[src/cfic_pkg.sv]
// Constants for the capture and fault input filter control block.
// Assumes a Wishbone slave with byte addresses in the low eight bits.
package cfic_pkg;
   // Register byte addresses
   localparam logic [7:0] ADDR_CHAN_FILTER = 8'h78;
   localparam logic [7:0] ADDR_FAULT_CTRL = 8'h7C;
   localparam logic [7:0] ADDR_MODE = 8'h80;
   localparam logic [7:0] ADDR_STATUS = 8'h84;
   localparam logic [7:0] ADDR_CLEAR = 8'h88;
   localparam logic [7:0] ADDR_IRQ_EN = 8'h8C;
   // Field layout
   localparam int FVAL_W = 4;
   localparam int CHAN_FILTER_W = 16;
   localparam int FAULT_CTRL_W = 12;
   localparam int FAULT_VAL_LSB = 8;
   localparam int GLITCH_EN_LSB = 4;
   localparam int INPUT_EN_LSB = 0;
   localparam int MODE_FAULT_CTRL_BIT = 0;
   localparam int MODE_WPD_BIT = 1;
   localparam int N_FILT_CHAN = 4;
   localparam int N_CHAN = 8;
   localparam int N_FAULT = 4;
   // Reset values
   localparam logic [15:0] CHAN_FILTER_RST = 16'h0000;
   localparam logic [11:0] FAULT_CTRL_RST = 12'h000;
   localparam logic [1:0] MODE_RST = 2'h2;
   localparam logic [3:0] IRQ_EN_RST = 4'h0;
endpackage

[src/cfic_filter_ctrl.sv]
// Capture channel and fault input glitch filters with their control registers.
// Assumes a classic Wishbone master on i_mclk and asynchronous input pins.
`timescale 1ns/1ns

module cfic_filter_ctrl (
   input wire logic i_mclk,
   input wire logic i_reset_n,
   input wire logic i_wb_cyc,
   input wire logic i_wb_stb,
   input wire logic i_wb_we,
   input wire logic [7:0] i_wb_adr,
   input wire logic [3:0] i_wb_sel,
   input wire logic [31:0] i_wb_dat,
   input wire logic [7:0] i_chan_in,
   input wire logic [3:0] i_fault_in,
   output logic [31:0] o_wb_dat,
   output logic o_wb_ack,
   output logic [7:0] o_chan_level,
   output logic [3:0] o_fault_level,
   output logic [3:0] o_fault_flag,
   output logic o_irq
);

   logic [15:0] chan_filter;
   logic [11:0] fault_ctrl;
   logic [1:0] mode;
   logic [3:0] irq_en;
   logic [7:0] chan_meta;
   logic [7:0] chan_sync;
   logic [3:0] fault_meta;
   logic [3:0] fault_sync;
   logic [3:0] chan_cnt [4];
   logic [3:0] fault_cnt [4];
   logic [31:0] next_rd_data;
   logic [31:0] wmask;
   logic [3:0] next_flag;
   logic [3:0] next_irq_en;
   logic [3:0] fault_set;
   logic [3:0] fault_clr;
   logic wr_commit;
   logic wpd;
   logic [3:0] fault_val;

   // Address match on word index
   function automatic logic hit(input logic [7:0] adr, input logic [7:0] base);
      return adr[7:2] == base[7:2];
   endfunction

   // Expand byte selects into a bit mask
   function automatic logic [31:0] lane_mask(input logic [3:0] sel);
      return {{8{sel[3]}}, {8{sel[2]}}, {8{sel[1]}}, {8{sel[0]}}};
   endfunction

   // One filter step: returns new level and new sample count
   function automatic logic [4:0] filt_step(input logic raw, input logic filt,
      input logic [3:0] cnt, input logic [3:0] val);
      if (val == 4'h0 || raw == filt)
      begin
         return {raw, 4'h0};
      end
      else if (cnt == val - 4'h1)
      begin
         return {raw, 4'h0};
      end
      else
      begin
         return {filt, cnt + 4'h1};
      end
   endfunction

   assign wr_commit = i_wb_cyc & i_wb_stb & i_wb_we & o_wb_ack;
   assign wmask = lane_mask(i_wb_sel);
   assign wpd = mode[cfic_pkg::MODE_WPD_BIT];
   assign fault_val = fault_ctrl[cfic_pkg::FAULT_VAL_LSB +: cfic_pkg::FVAL_W];
   // Enable mask as it stands after this edge, so the interrupt never lags a write
   assign next_irq_en = (wr_commit && wmask[0] && hit(i_wb_adr, cfic_pkg::ADDR_IRQ_EN))
      ? i_wb_dat[3:0] : irq_en;

   // Bus acknowledge, one cycle after the request, dropped next cycle
   always_ff @(posedge i_mclk)
   begin
      if (!i_reset_n)
      begin
         o_wb_ack <= 1'b0;
      end
      else
      begin
         o_wb_ack <= i_wb_cyc & i_wb_stb & ~o_wb_ack;
      end
   end

   // Read data mux; unmapped addresses read zero
   always_comb
   begin
      next_rd_data = 32'h0000_0000;
      if (hit(i_wb_adr, cfic_pkg::ADDR_CHAN_FILTER))
      begin
         next_rd_data[15:0] = chan_filter;
      end
      else if (hit(i_wb_adr, cfic_pkg::ADDR_FAULT_CTRL))
      begin
         next_rd_data[11:0] = fault_ctrl;
      end
      else if (hit(i_wb_adr, cfic_pkg::ADDR_MODE))
      begin
         next_rd_data[1:0] = mode;
      end
      else if (hit(i_wb_adr, cfic_pkg::ADDR_STATUS))
      begin
         next_rd_data[3:0] = o_fault_flag;
      end
      else if (hit(i_wb_adr, cfic_pkg::ADDR_IRQ_EN))
      begin
         next_rd_data[3:0] = irq_en;
      end
   end

   // Read data register
   always_ff @(posedge i_mclk)
   begin
      if (!i_reset_n)
      begin
         o_wb_dat <= 32'h0000_0000;
      end
      else if (i_wb_cyc & i_wb_stb & ~o_wb_ack)
      begin
         o_wb_dat <= next_rd_data;
      end
   end

   // Channel filter register, no shadow copy
   always_ff @(posedge i_mclk)
   begin
      if (!i_reset_n)
      begin
         chan_filter <= cfic_pkg::CHAN_FILTER_RST;
      end
      else if (wr_commit && hit(i_wb_adr, cfic_pkg::ADDR_CHAN_FILTER))
      begin
         chan_filter <= (chan_filter & ~wmask[15:0]) | (i_wb_dat[15:0] & wmask[15:0]);
      end
   end

   // Fault control: value always writable, enables only when unprotected
   always_ff @(posedge i_mclk)
   begin
      if (!i_reset_n)
      begin
         fault_ctrl <= cfic_pkg::FAULT_CTRL_RST;
      end
      else if (wr_commit && hit(i_wb_adr, cfic_pkg::ADDR_FAULT_CTRL))
      begin
         fault_ctrl[11:8] <= (fault_ctrl[11:8] & ~wmask[11:8])
            | (i_wb_dat[11:8] & wmask[11:8]);
         if (wpd)
         begin
            fault_ctrl[7:0] <= (fault_ctrl[7:0] & ~wmask[7:0])
               | (i_wb_dat[7:0] & wmask[7:0]);
         end
      end
   end

   // Mode and interrupt enable registers
   always_ff @(posedge i_mclk)
   begin
      if (!i_reset_n)
      begin
         mode <= cfic_pkg::MODE_RST;
         irq_en <= cfic_pkg::IRQ_EN_RST;
      end
      else if (wr_commit && wmask[0])
      begin
         if (hit(i_wb_adr, cfic_pkg::ADDR_MODE))
         begin
            mode <= i_wb_dat[1:0];
         end
         if (hit(i_wb_adr, cfic_pkg::ADDR_IRQ_EN))
         begin
            irq_en <= i_wb_dat[3:0];
         end
      end
   end

   // Two-flop synchronisers on all pins
   always_ff @(posedge i_mclk)
   begin
      if (!i_reset_n)
      begin
         chan_meta <= 8'h00;
         chan_sync <= 8'h00;
         fault_meta <= 4'h0;
         fault_sync <= 4'h0;
      end
      else
      begin
         chan_meta <= i_chan_in;
         chan_sync <= chan_meta;
         fault_meta <= i_fault_in;
         fault_sync <= fault_meta;
      end
   end

   // Capture channel filters; upper channels pass straight through
   always_ff @(posedge i_mclk)
   begin
      if (!i_reset_n)
      begin
         o_chan_level <= 8'h00;
         for (int i = 0; i < cfic_pkg::N_FILT_CHAN; i++)
         begin
            chan_cnt[i] <= 4'h0;
         end
      end
      else
      begin
         for (int i = 0; i < cfic_pkg::N_FILT_CHAN; i++)
         begin
            {o_chan_level[i], chan_cnt[i]} <= filt_step(chan_sync[i], o_chan_level[i],
               chan_cnt[i], chan_filter[i*cfic_pkg::FVAL_W +: cfic_pkg::FVAL_W]);
         end
         o_chan_level[7:4] <= chan_sync[7:4];
      end
   end

   // Fault filters share one value; a per-input glitch enable, when clear, selects bypass
   always_ff @(posedge i_mclk)
   begin
      if (!i_reset_n)
      begin
         o_fault_level <= 4'h0;
         for (int i = 0; i < cfic_pkg::N_FAULT; i++)
         begin
            fault_cnt[i] <= 4'h0;
         end
      end
      else
      begin
         for (int i = 0; i < cfic_pkg::N_FAULT; i++)
         begin
            {o_fault_level[i], fault_cnt[i]} <= filt_step(fault_sync[i], o_fault_level[i],
               fault_cnt[i], fault_ctrl[cfic_pkg::GLITCH_EN_LSB + i] ? fault_val : 4'h0);
         end
      end
   end

   // Fault flags: set wins over a clear in the same cycle
   always_comb
   begin
      fault_set = o_fault_level & fault_ctrl[cfic_pkg::INPUT_EN_LSB +: 4]
         & {4{mode[cfic_pkg::MODE_FAULT_CTRL_BIT]}};
      fault_clr = 4'h0;
      if (wr_commit && wmask[0] && hit(i_wb_adr, cfic_pkg::ADDR_CLEAR))
      begin
         fault_clr = i_wb_dat[3:0];
      end
      next_flag = (o_fault_flag & ~fault_clr) | fault_set;
   end

   // Sticky status flags and level interrupt
   always_ff @(posedge i_mclk)
   begin
      if (!i_reset_n)
      begin
         o_fault_flag <= 4'h0;
         o_irq <= 1'b0;
      end
      else
      begin
         o_fault_flag <= next_flag;
         o_irq <= |(next_flag & next_irq_en);
      end
   end
endmodule

[config.mk]
export PLATFORM = sky130hd
export DESIGN_NAME = cfic_filter_ctrl
export DESIGN_NICKNAME = d
export VERILOG_FILES = /design/src/cfic_pkg.sv /design/src/cfic_filter_ctrl.sv
export SDC_FILE = /design/constraint.sdc
export NUM_CORES = 1
export LEC_CHECK = 0
export CORE_AREA = 4 4 117 97
export CTS_BUF_LIST = sky130_fd_sc_hd__clkbuf_2 sky130_fd_sc_hd__clkbuf_4 sky130_fd_sc_hd__clkbuf_8
export DETAILED_ROUTE_END_ITERATION = 16
export DIE_AREA = 0 0 121 101
export DONT_BUFFER_PORTS = 1
export PLACE_DENSITY = 0.79
export SYNTH_ARGS = -nofsm -noshare
export SYNTH_HDL_FRONTEND = slang
export SYNTH_SLANG_ARGS = --single-unit
[constraint.sdc]
create_clock -name i_mclk -period 5.9 [get_ports i_mclk]
set_clock_uncertainty 0.05 [all_clocks]
set_input_delay 0.59 -clock i_mclk [delete_from_list [all_inputs] [get_ports i_mclk]]
set_output_delay 0.59 -clock i_mclk [all_outputs]
set_load 0.02 [all_outputs]
==> out/summary.txt, run 1 <==
status = finished, final reports clean
post-CTS setup buffer count = 0
Setup Viol. Count Final = 0
register bit total from synthesis = 124
Layout Utilization = 58.5%
pin count of the biggest net entering global routing = 47
detailed placement HPWL = 8590 um
Ys Warns = 0
Synth Cell Area = 5500 um^2
global-route wire length before repair = 19600 um
area leader, netlist = dfxtp_1
Die W = 121 um
synth top area cells = dfxtp_1 45%, xnor2_1 7.2%, nand2_1 5.1%
final cycle utilization of the critical path = 40.7%
number of cell rows = 33
Mapped Cells = 624
sequential share of the synthesized area = 45.2%
vias in the first global route = 4204
Netlist cell types = 37
initial DRC count = 283
Post-synth EDFFs = 0
Top FF cell, synth = dfxtp_1
static leakage = 2.14 nW
hold path start = i_reset_n
Clk pin slew, worst setup/hold paths = 70 ps
Setup crit start kind = flop
initial antenna violation count = 0
Critical Path Sink Type = flop
critical path class = flop to flop
die height = 101 um
global-route track usage on met1 = 24.6%
Clock Path Buffers = 2
post-route ant nets = 0
Max VDD drop = 0.000192 V
r2r endpoint = o_fault_level[1]
Routability Congestion = 0.843
Area Overhead vs Synth = 7.69%
I/O pins = 111
arrival time at the worst endpoint = 2680 ps
setup TNS = 0 ps
post-synth top area share = 45.2%
vias per inst = 5.50
Post-route DRC = 0
ys async rst share = 0%
RSZ-0062 raised after global routing = false
fin crit period = 2400 ps
GRT overflow = 0
hold_buf cts = 0
DR vias = 4230
met2 Usage GRT = 33.2%
relative slew slack = 35.7%
reg2reg setup slack = 3500 ps
synthesized area per cell = 8.81 um^2
max_cap viols = 0
most common cell in the netlist = dfxtp_1
Initial Util = 54.3%
fin. max-slew vios = 0
diode count = 0
die area = 12200 um^2
H-tree lvl count = 4
Layout Nets = 694
Worst Reg2Reg Path Length in Cells = 8
routed len/inst = 15.5 um
Layout Cells excl Fill = 769
final hold vios = 0
post-cts gate resize count = 0
WL final = 12000 um
Worst-Skew Late Latency = 430 ps
Num CTS Buffers = 17
Hold Path End = mode[1]
Hold Crit Depth = 1
I/O Buffers = 0
crit path max fanout = 11
max frequency = 417 MHz
Placed Instances = 738
Pwr Density = 287 nW/um^2
GR Layer Usage met3 = 7.01%
DRT Pass-1 Iters = 5
clk root buf = clkbuf_8
Hold/Removal Path Class = primary input to flop
core area = 10100 um^2
Clock Sinks = 124
Worst Max-Slew Pin Slew = 961 ps
CTS tree = done
Worst EP required = 6180 ps
most frequent cells after synthesis = 124 x dfxtp_1, 74 x nand2_1, 66 x nor2_1, 45 x nand3_1, 45 x xnor2_1
fraction of layout cells with a size suffix above 1 = 7.79%
GRT Overall Usage = 20.3%
layer with the highest usage = met2
==> where the power goes <==
part           internal [W]   total, W  switching, W
clock network      0.000466   0.000781      0.000315
registers          0.000851   0.000869     0.0000172
logic             0.0000159  0.0000473     0.0000314
total               0.00133    0.00170      0.000364
==> routing by layer <==
metal / vias to the layer above / wire [um]
met4: 0 / 199
met3: 25 / 1150
met5: - / 0
li1: 2061 / -
met1: 1977 / 5050
met2: 167 / 5550
==> area by class of cell <==
class | count | area (um^2)
fill | 894 | 4200
multi-input combinational | 451 | 2740
sequential | 124 | 2480
clock buffer | 24 | 305
tap | 140 | 175
clock inverter | 7 | 113
inverter | 18 | 67.6
timing repair buffer | 5 | 37.5
==> through the flow <==
step / setup slack [ps] / hold WS (ps) / total power (W) / area (um^2)
2_1_floorplan: 3900 / 362 / 0.000937 / 5550
3_3_place_gp: 3690 / 363 / 0.000933 / 5500
3_5_place_dp: 3600 / 368 / 0.000935 / 5500
4_1_cts: 3520 / 181 / 0.00171 / 5920
5_1_grt: 3390 / 175 / 0.00176 / 5920
6_report: 3500 / 199 / 0.00170 / 5920
==> worst max path at each step <==
stage,endpoint,slack [ps],cells after the start
floorplan,o_fault_level[1],3900,9
global route,o_fault_level[1],3390,8
CTS,o_fault_level[1],3520,8
global placement,flop,3690,5
detailed placement,o_fault_level[1],3600,8
finish,o_fault_level[1],3500,8
==> cells in the final DEF (no fill, tap or decap), types with 12 or more instances in the layout <==
| cell type | count |
|---|---|
| nor2_1 | 66 |
| xnor2_1 | 45 |
| clkbuf_8 | 20 |
| a221oi_1 | 16 |
| conb_1 | 16 |
| a21oi_1 | 44 |
| inv_1 | 17 |
| o21ai_0 | 12 |
| nand3_1 | 45 |
| nand2_1 | 74 |
| xor2_1 | 23 |
| and2_1 | 28 |
| dfxtp_1 | 124 |
| nor3_1 | 15 |
| mux2i_1 | 15 |
| ha_1 | 16 |
==> worst max-delay path, stage by stage, from the launching register on <==
cell and delay (ps):
dfxtp_1 640, nand2_1 110, ha_1 260, xor2_1 220, xnor2_1 160, a221oi_1 90
a221oi_2 460, nor2_1 90, a31o_2 220
==> logic make-up after synthesis <==
| group | count (synthesis) | synth area share [%] |
|---|---|---|
| buf+inv | 64 | 6.08 |
| flops | 124 | 45.2 |
| fa+ha+maj | 16 | 3.64 |
| xor+xnor | 68 | 10.8 |
| compound gates | 88 | 10.4 |
| simple gates | 248 | 21.1 |
| other cells | 1 | 0.0682 |
| mux | 15 | 2.73 |
Power figures use the tool's default switching activity.
==> run 2, diff against run 1 <==
==> constraint.sdc (replaced) <==
create_clock -name i_mclk -period 2.3 [get_ports i_mclk]
set_clock_uncertainty 0.05 [all_clocks]
set_input_delay 0.23 -clock i_mclk [delete_from_list [all_inputs] [get_ports i_mclk]]
set_output_delay 0.23 -clock i_mclk [all_outputs]
set_load 0.02 [all_outputs]
==> out/summary.txt, run 2 (same netlist as run 1, synthesis figures left out) <==
DP Area = 5560 um^2 (+1.1%)
routed len/inst = 15.2 um (-1.9%)
Area Overhead vs Synth = 13.8%
final cycle utilization of the critical path = 91.7% (+51 points)
I/O pins = 111 (unchanged)
Hold Path End = o_fault_flag[0]
final hold vios = 0 (unchanged)
H-tree lvl count = 4 (unchanged)
die height = 101 um (unchanged)
Initial Util = 54.3% (unchanged)
crit-path leading delay family = compound AO/OA/AOI/OAI gates
max frequency = 474 MHz (+14%)
Hold/Removal Path Class = primary input to flop
WL final = 12300 um (+3.0%)
arrival time at the worst endpoint = 2390 ps (-290 ps)
Total Power = 0.00421 W (+150%)
commonest non-fill, non-tap cell in the layout = dfxtp_1
Setup crit start kind = flop
vias per inst = 5.42 (-1.5%)
crit path max fanout = 10 (-1)
Worst-Skew Late Latency = 430 ps (about the same)
Worst EP required = 2590 ps (-3590 ps)
core area = 10100 um^2 (unchanged)
detailed placement HPWL = 8700 um (+1.2%)
Critical Path Sink Type = flop
slowest stage cell, crit path = dfxtp_1
Hold Crit Depth = 3 (+2)
Setup Slack @ Placement = 123 ps (-3480 ps)
RSZ-0062 raised after global routing = false
CP bufs+invs = 0 (unchanged)
Setup Viol. Count Final = 0 (unchanged)
DR vias = 4377 (+3.5%)
number of cell rows = 33 (unchanged)
relative slew slack = 57.9% (+22 points)
GRT Overall Usage = 21.0% (+0.71 points)
status = finished, final reports clean
Clock Path Buffers = 2 (unchanged)
Routability Congestion = 0.866 (+2.6%)
reg2reg setup slack = 190 ps (-3310 ps)
fin crit period = 2110 ps (-289 ps)
post-route ant nets = 0 (unchanged)
Setup WS post-layout = 191 ps (-3310 ps)
CP cell instances = nand2_1, ha_1, xor2_1, xnor2_1, a221oi_1, a221oi_2, nor2_1, a31o_2
post-CTS setup buffer count = 0 (unchanged)
fraction of layout cells with a size suffix above 1 = 9.13% (+1.3 points)
global-route wire length before repair = 20300 um (+3.4%)
Filler cells = 833 (-6.8%)
I/O Buffers = 0 (unchanged)
DRT Pass-1 Iters = 5 (unchanged)
Pwr Density = 672 nW/um^2 (+130%)
max_cap viols = 0 (unchanged)
Worst Reg2Reg Path Length in Cells = 8 (unchanged)
CTS tree = done
Die W = 121 um (unchanged)
Post-route DRC = 0 (unchanged)
Num CTS Buffers = 17 (unchanged)
diode count = 0 (unchanged)
Worst Max-Slew Pin Slew = 629 ps (-331 ps)
fin. max-slew vios = 0 (unchanged)
pin count of the biggest net entering global routing = 46 (-2.1%)
vias in the first global route = 4278 (+1.8%)
Layout Nets = 732 (+5.5%)
setup TNS = 0 ps (unchanged)
CP max stage delay = 510 ps (-130 ps)
GRT overflow = 0 (unchanged)
Finished Cell Area = 6260 um^2 (+5.7%)
Max VDD drop = 0.000473 V (+150%)
die area = 12200 um^2 (unchanged)
Clock Sinks = 124 (unchanged)
Clk pin slew, worst setup/hold paths = 80 ps (about the same)
initial DRC count = 304 (+7.4%)
static leakage = 2.27 nW (+6.5%)
clk root buf = clkbuf_8
r2r endpoint = o_fault_level[1]
critical path class = flop to flop
initial antenna violation count = 0 (unchanged)
commonest cells after routing, fill and taps aside = 123 x dfxtp_1, 74 x nand2_1, 66 x nor2_1
hold path start = i_wb_dat[0]
-- run 2: area by class of cell --
type	instances	area [um^2]	share of cell area [%]
Clock buffer	17	234	3.74
Clock inverter	15	141	2.26
Inverter	18	67.6	1.08
Multi-Input combinational cell	451	2750	43.9
Sequential cell	124	2480	39.7
Tap cell	140	175	2.80
Timing Repair Buffer	43	408	6.52
-- run 2: where the power goes --
part           switching [W]  total (W)  internal, W  leakage (nW)
clock               0.000925    0.00179     0.000870         0.184
sequential         0.0000429    0.00223      0.00218          1.01
combinational       0.000107   0.000185    0.0000788          1.08
total                0.00107    0.00421      0.00313          2.27
-- run 2: timing repair --
action,4_1_cts,5_1_grt
setup endpoints to repair,0,6
hold buffers,30,0
hold endpoints to repair,85,0
resized for setup,0,2
-- run 2: how the worst max path moves through the flow --
| stage | start | end | slack [ps] | depth (start not counted) |
|---|---|---|---|---|
| floorplan | flop | o_fault_level[1] | 300 | 9 |
| global placement | flop | o_fault_level[1] | 200 | 8 |
| detailed placement | flop | o_fault_level[1] | 120 | 8 |
| CTS | flop | o_fault_level[1] | 110 | 8 |
| global route | flop | o_fault_level[1] | 10 | 8 |
| finish | flop | o_fault_level[1] | 190 | 8 |
-- run 2: worst reg2reg max path, cell delays in order (launching register included) --
cell and delay (ps):
dfxtp_1 510, nand2_1 100, ha_1 240, xor2_1 200
xnor2_1 150, a221oi_1 80, a221oi_2 380, nor2_1 90
a31o_2 210
-- run 2: metrics by stage --
| stage | utilization [%] | std cells | hold slack [ps] |
|---|---|---|---|
| after global routing | 61.8 | 808 | 39.8 |
| after global placement | 55.0 | 746 | 248 |
| after detailed placement | 55.0 | 746 | 254 |
| final | 61.8 | 808 | 46.9 |
| after CTS | 61.8 | 808 | 25.2 |
| after floorplan | - | 639 | 305 |
-- run 2: per-layer routing --
layer  track usage [%]  wire length [um]  vias up
li1                  -                 -     2132
met1              26.0              5160     2044
met2              32.8              5750      173
met3              7.74              1100       28
met4              9.15               304        0
met5                 0                 0        -
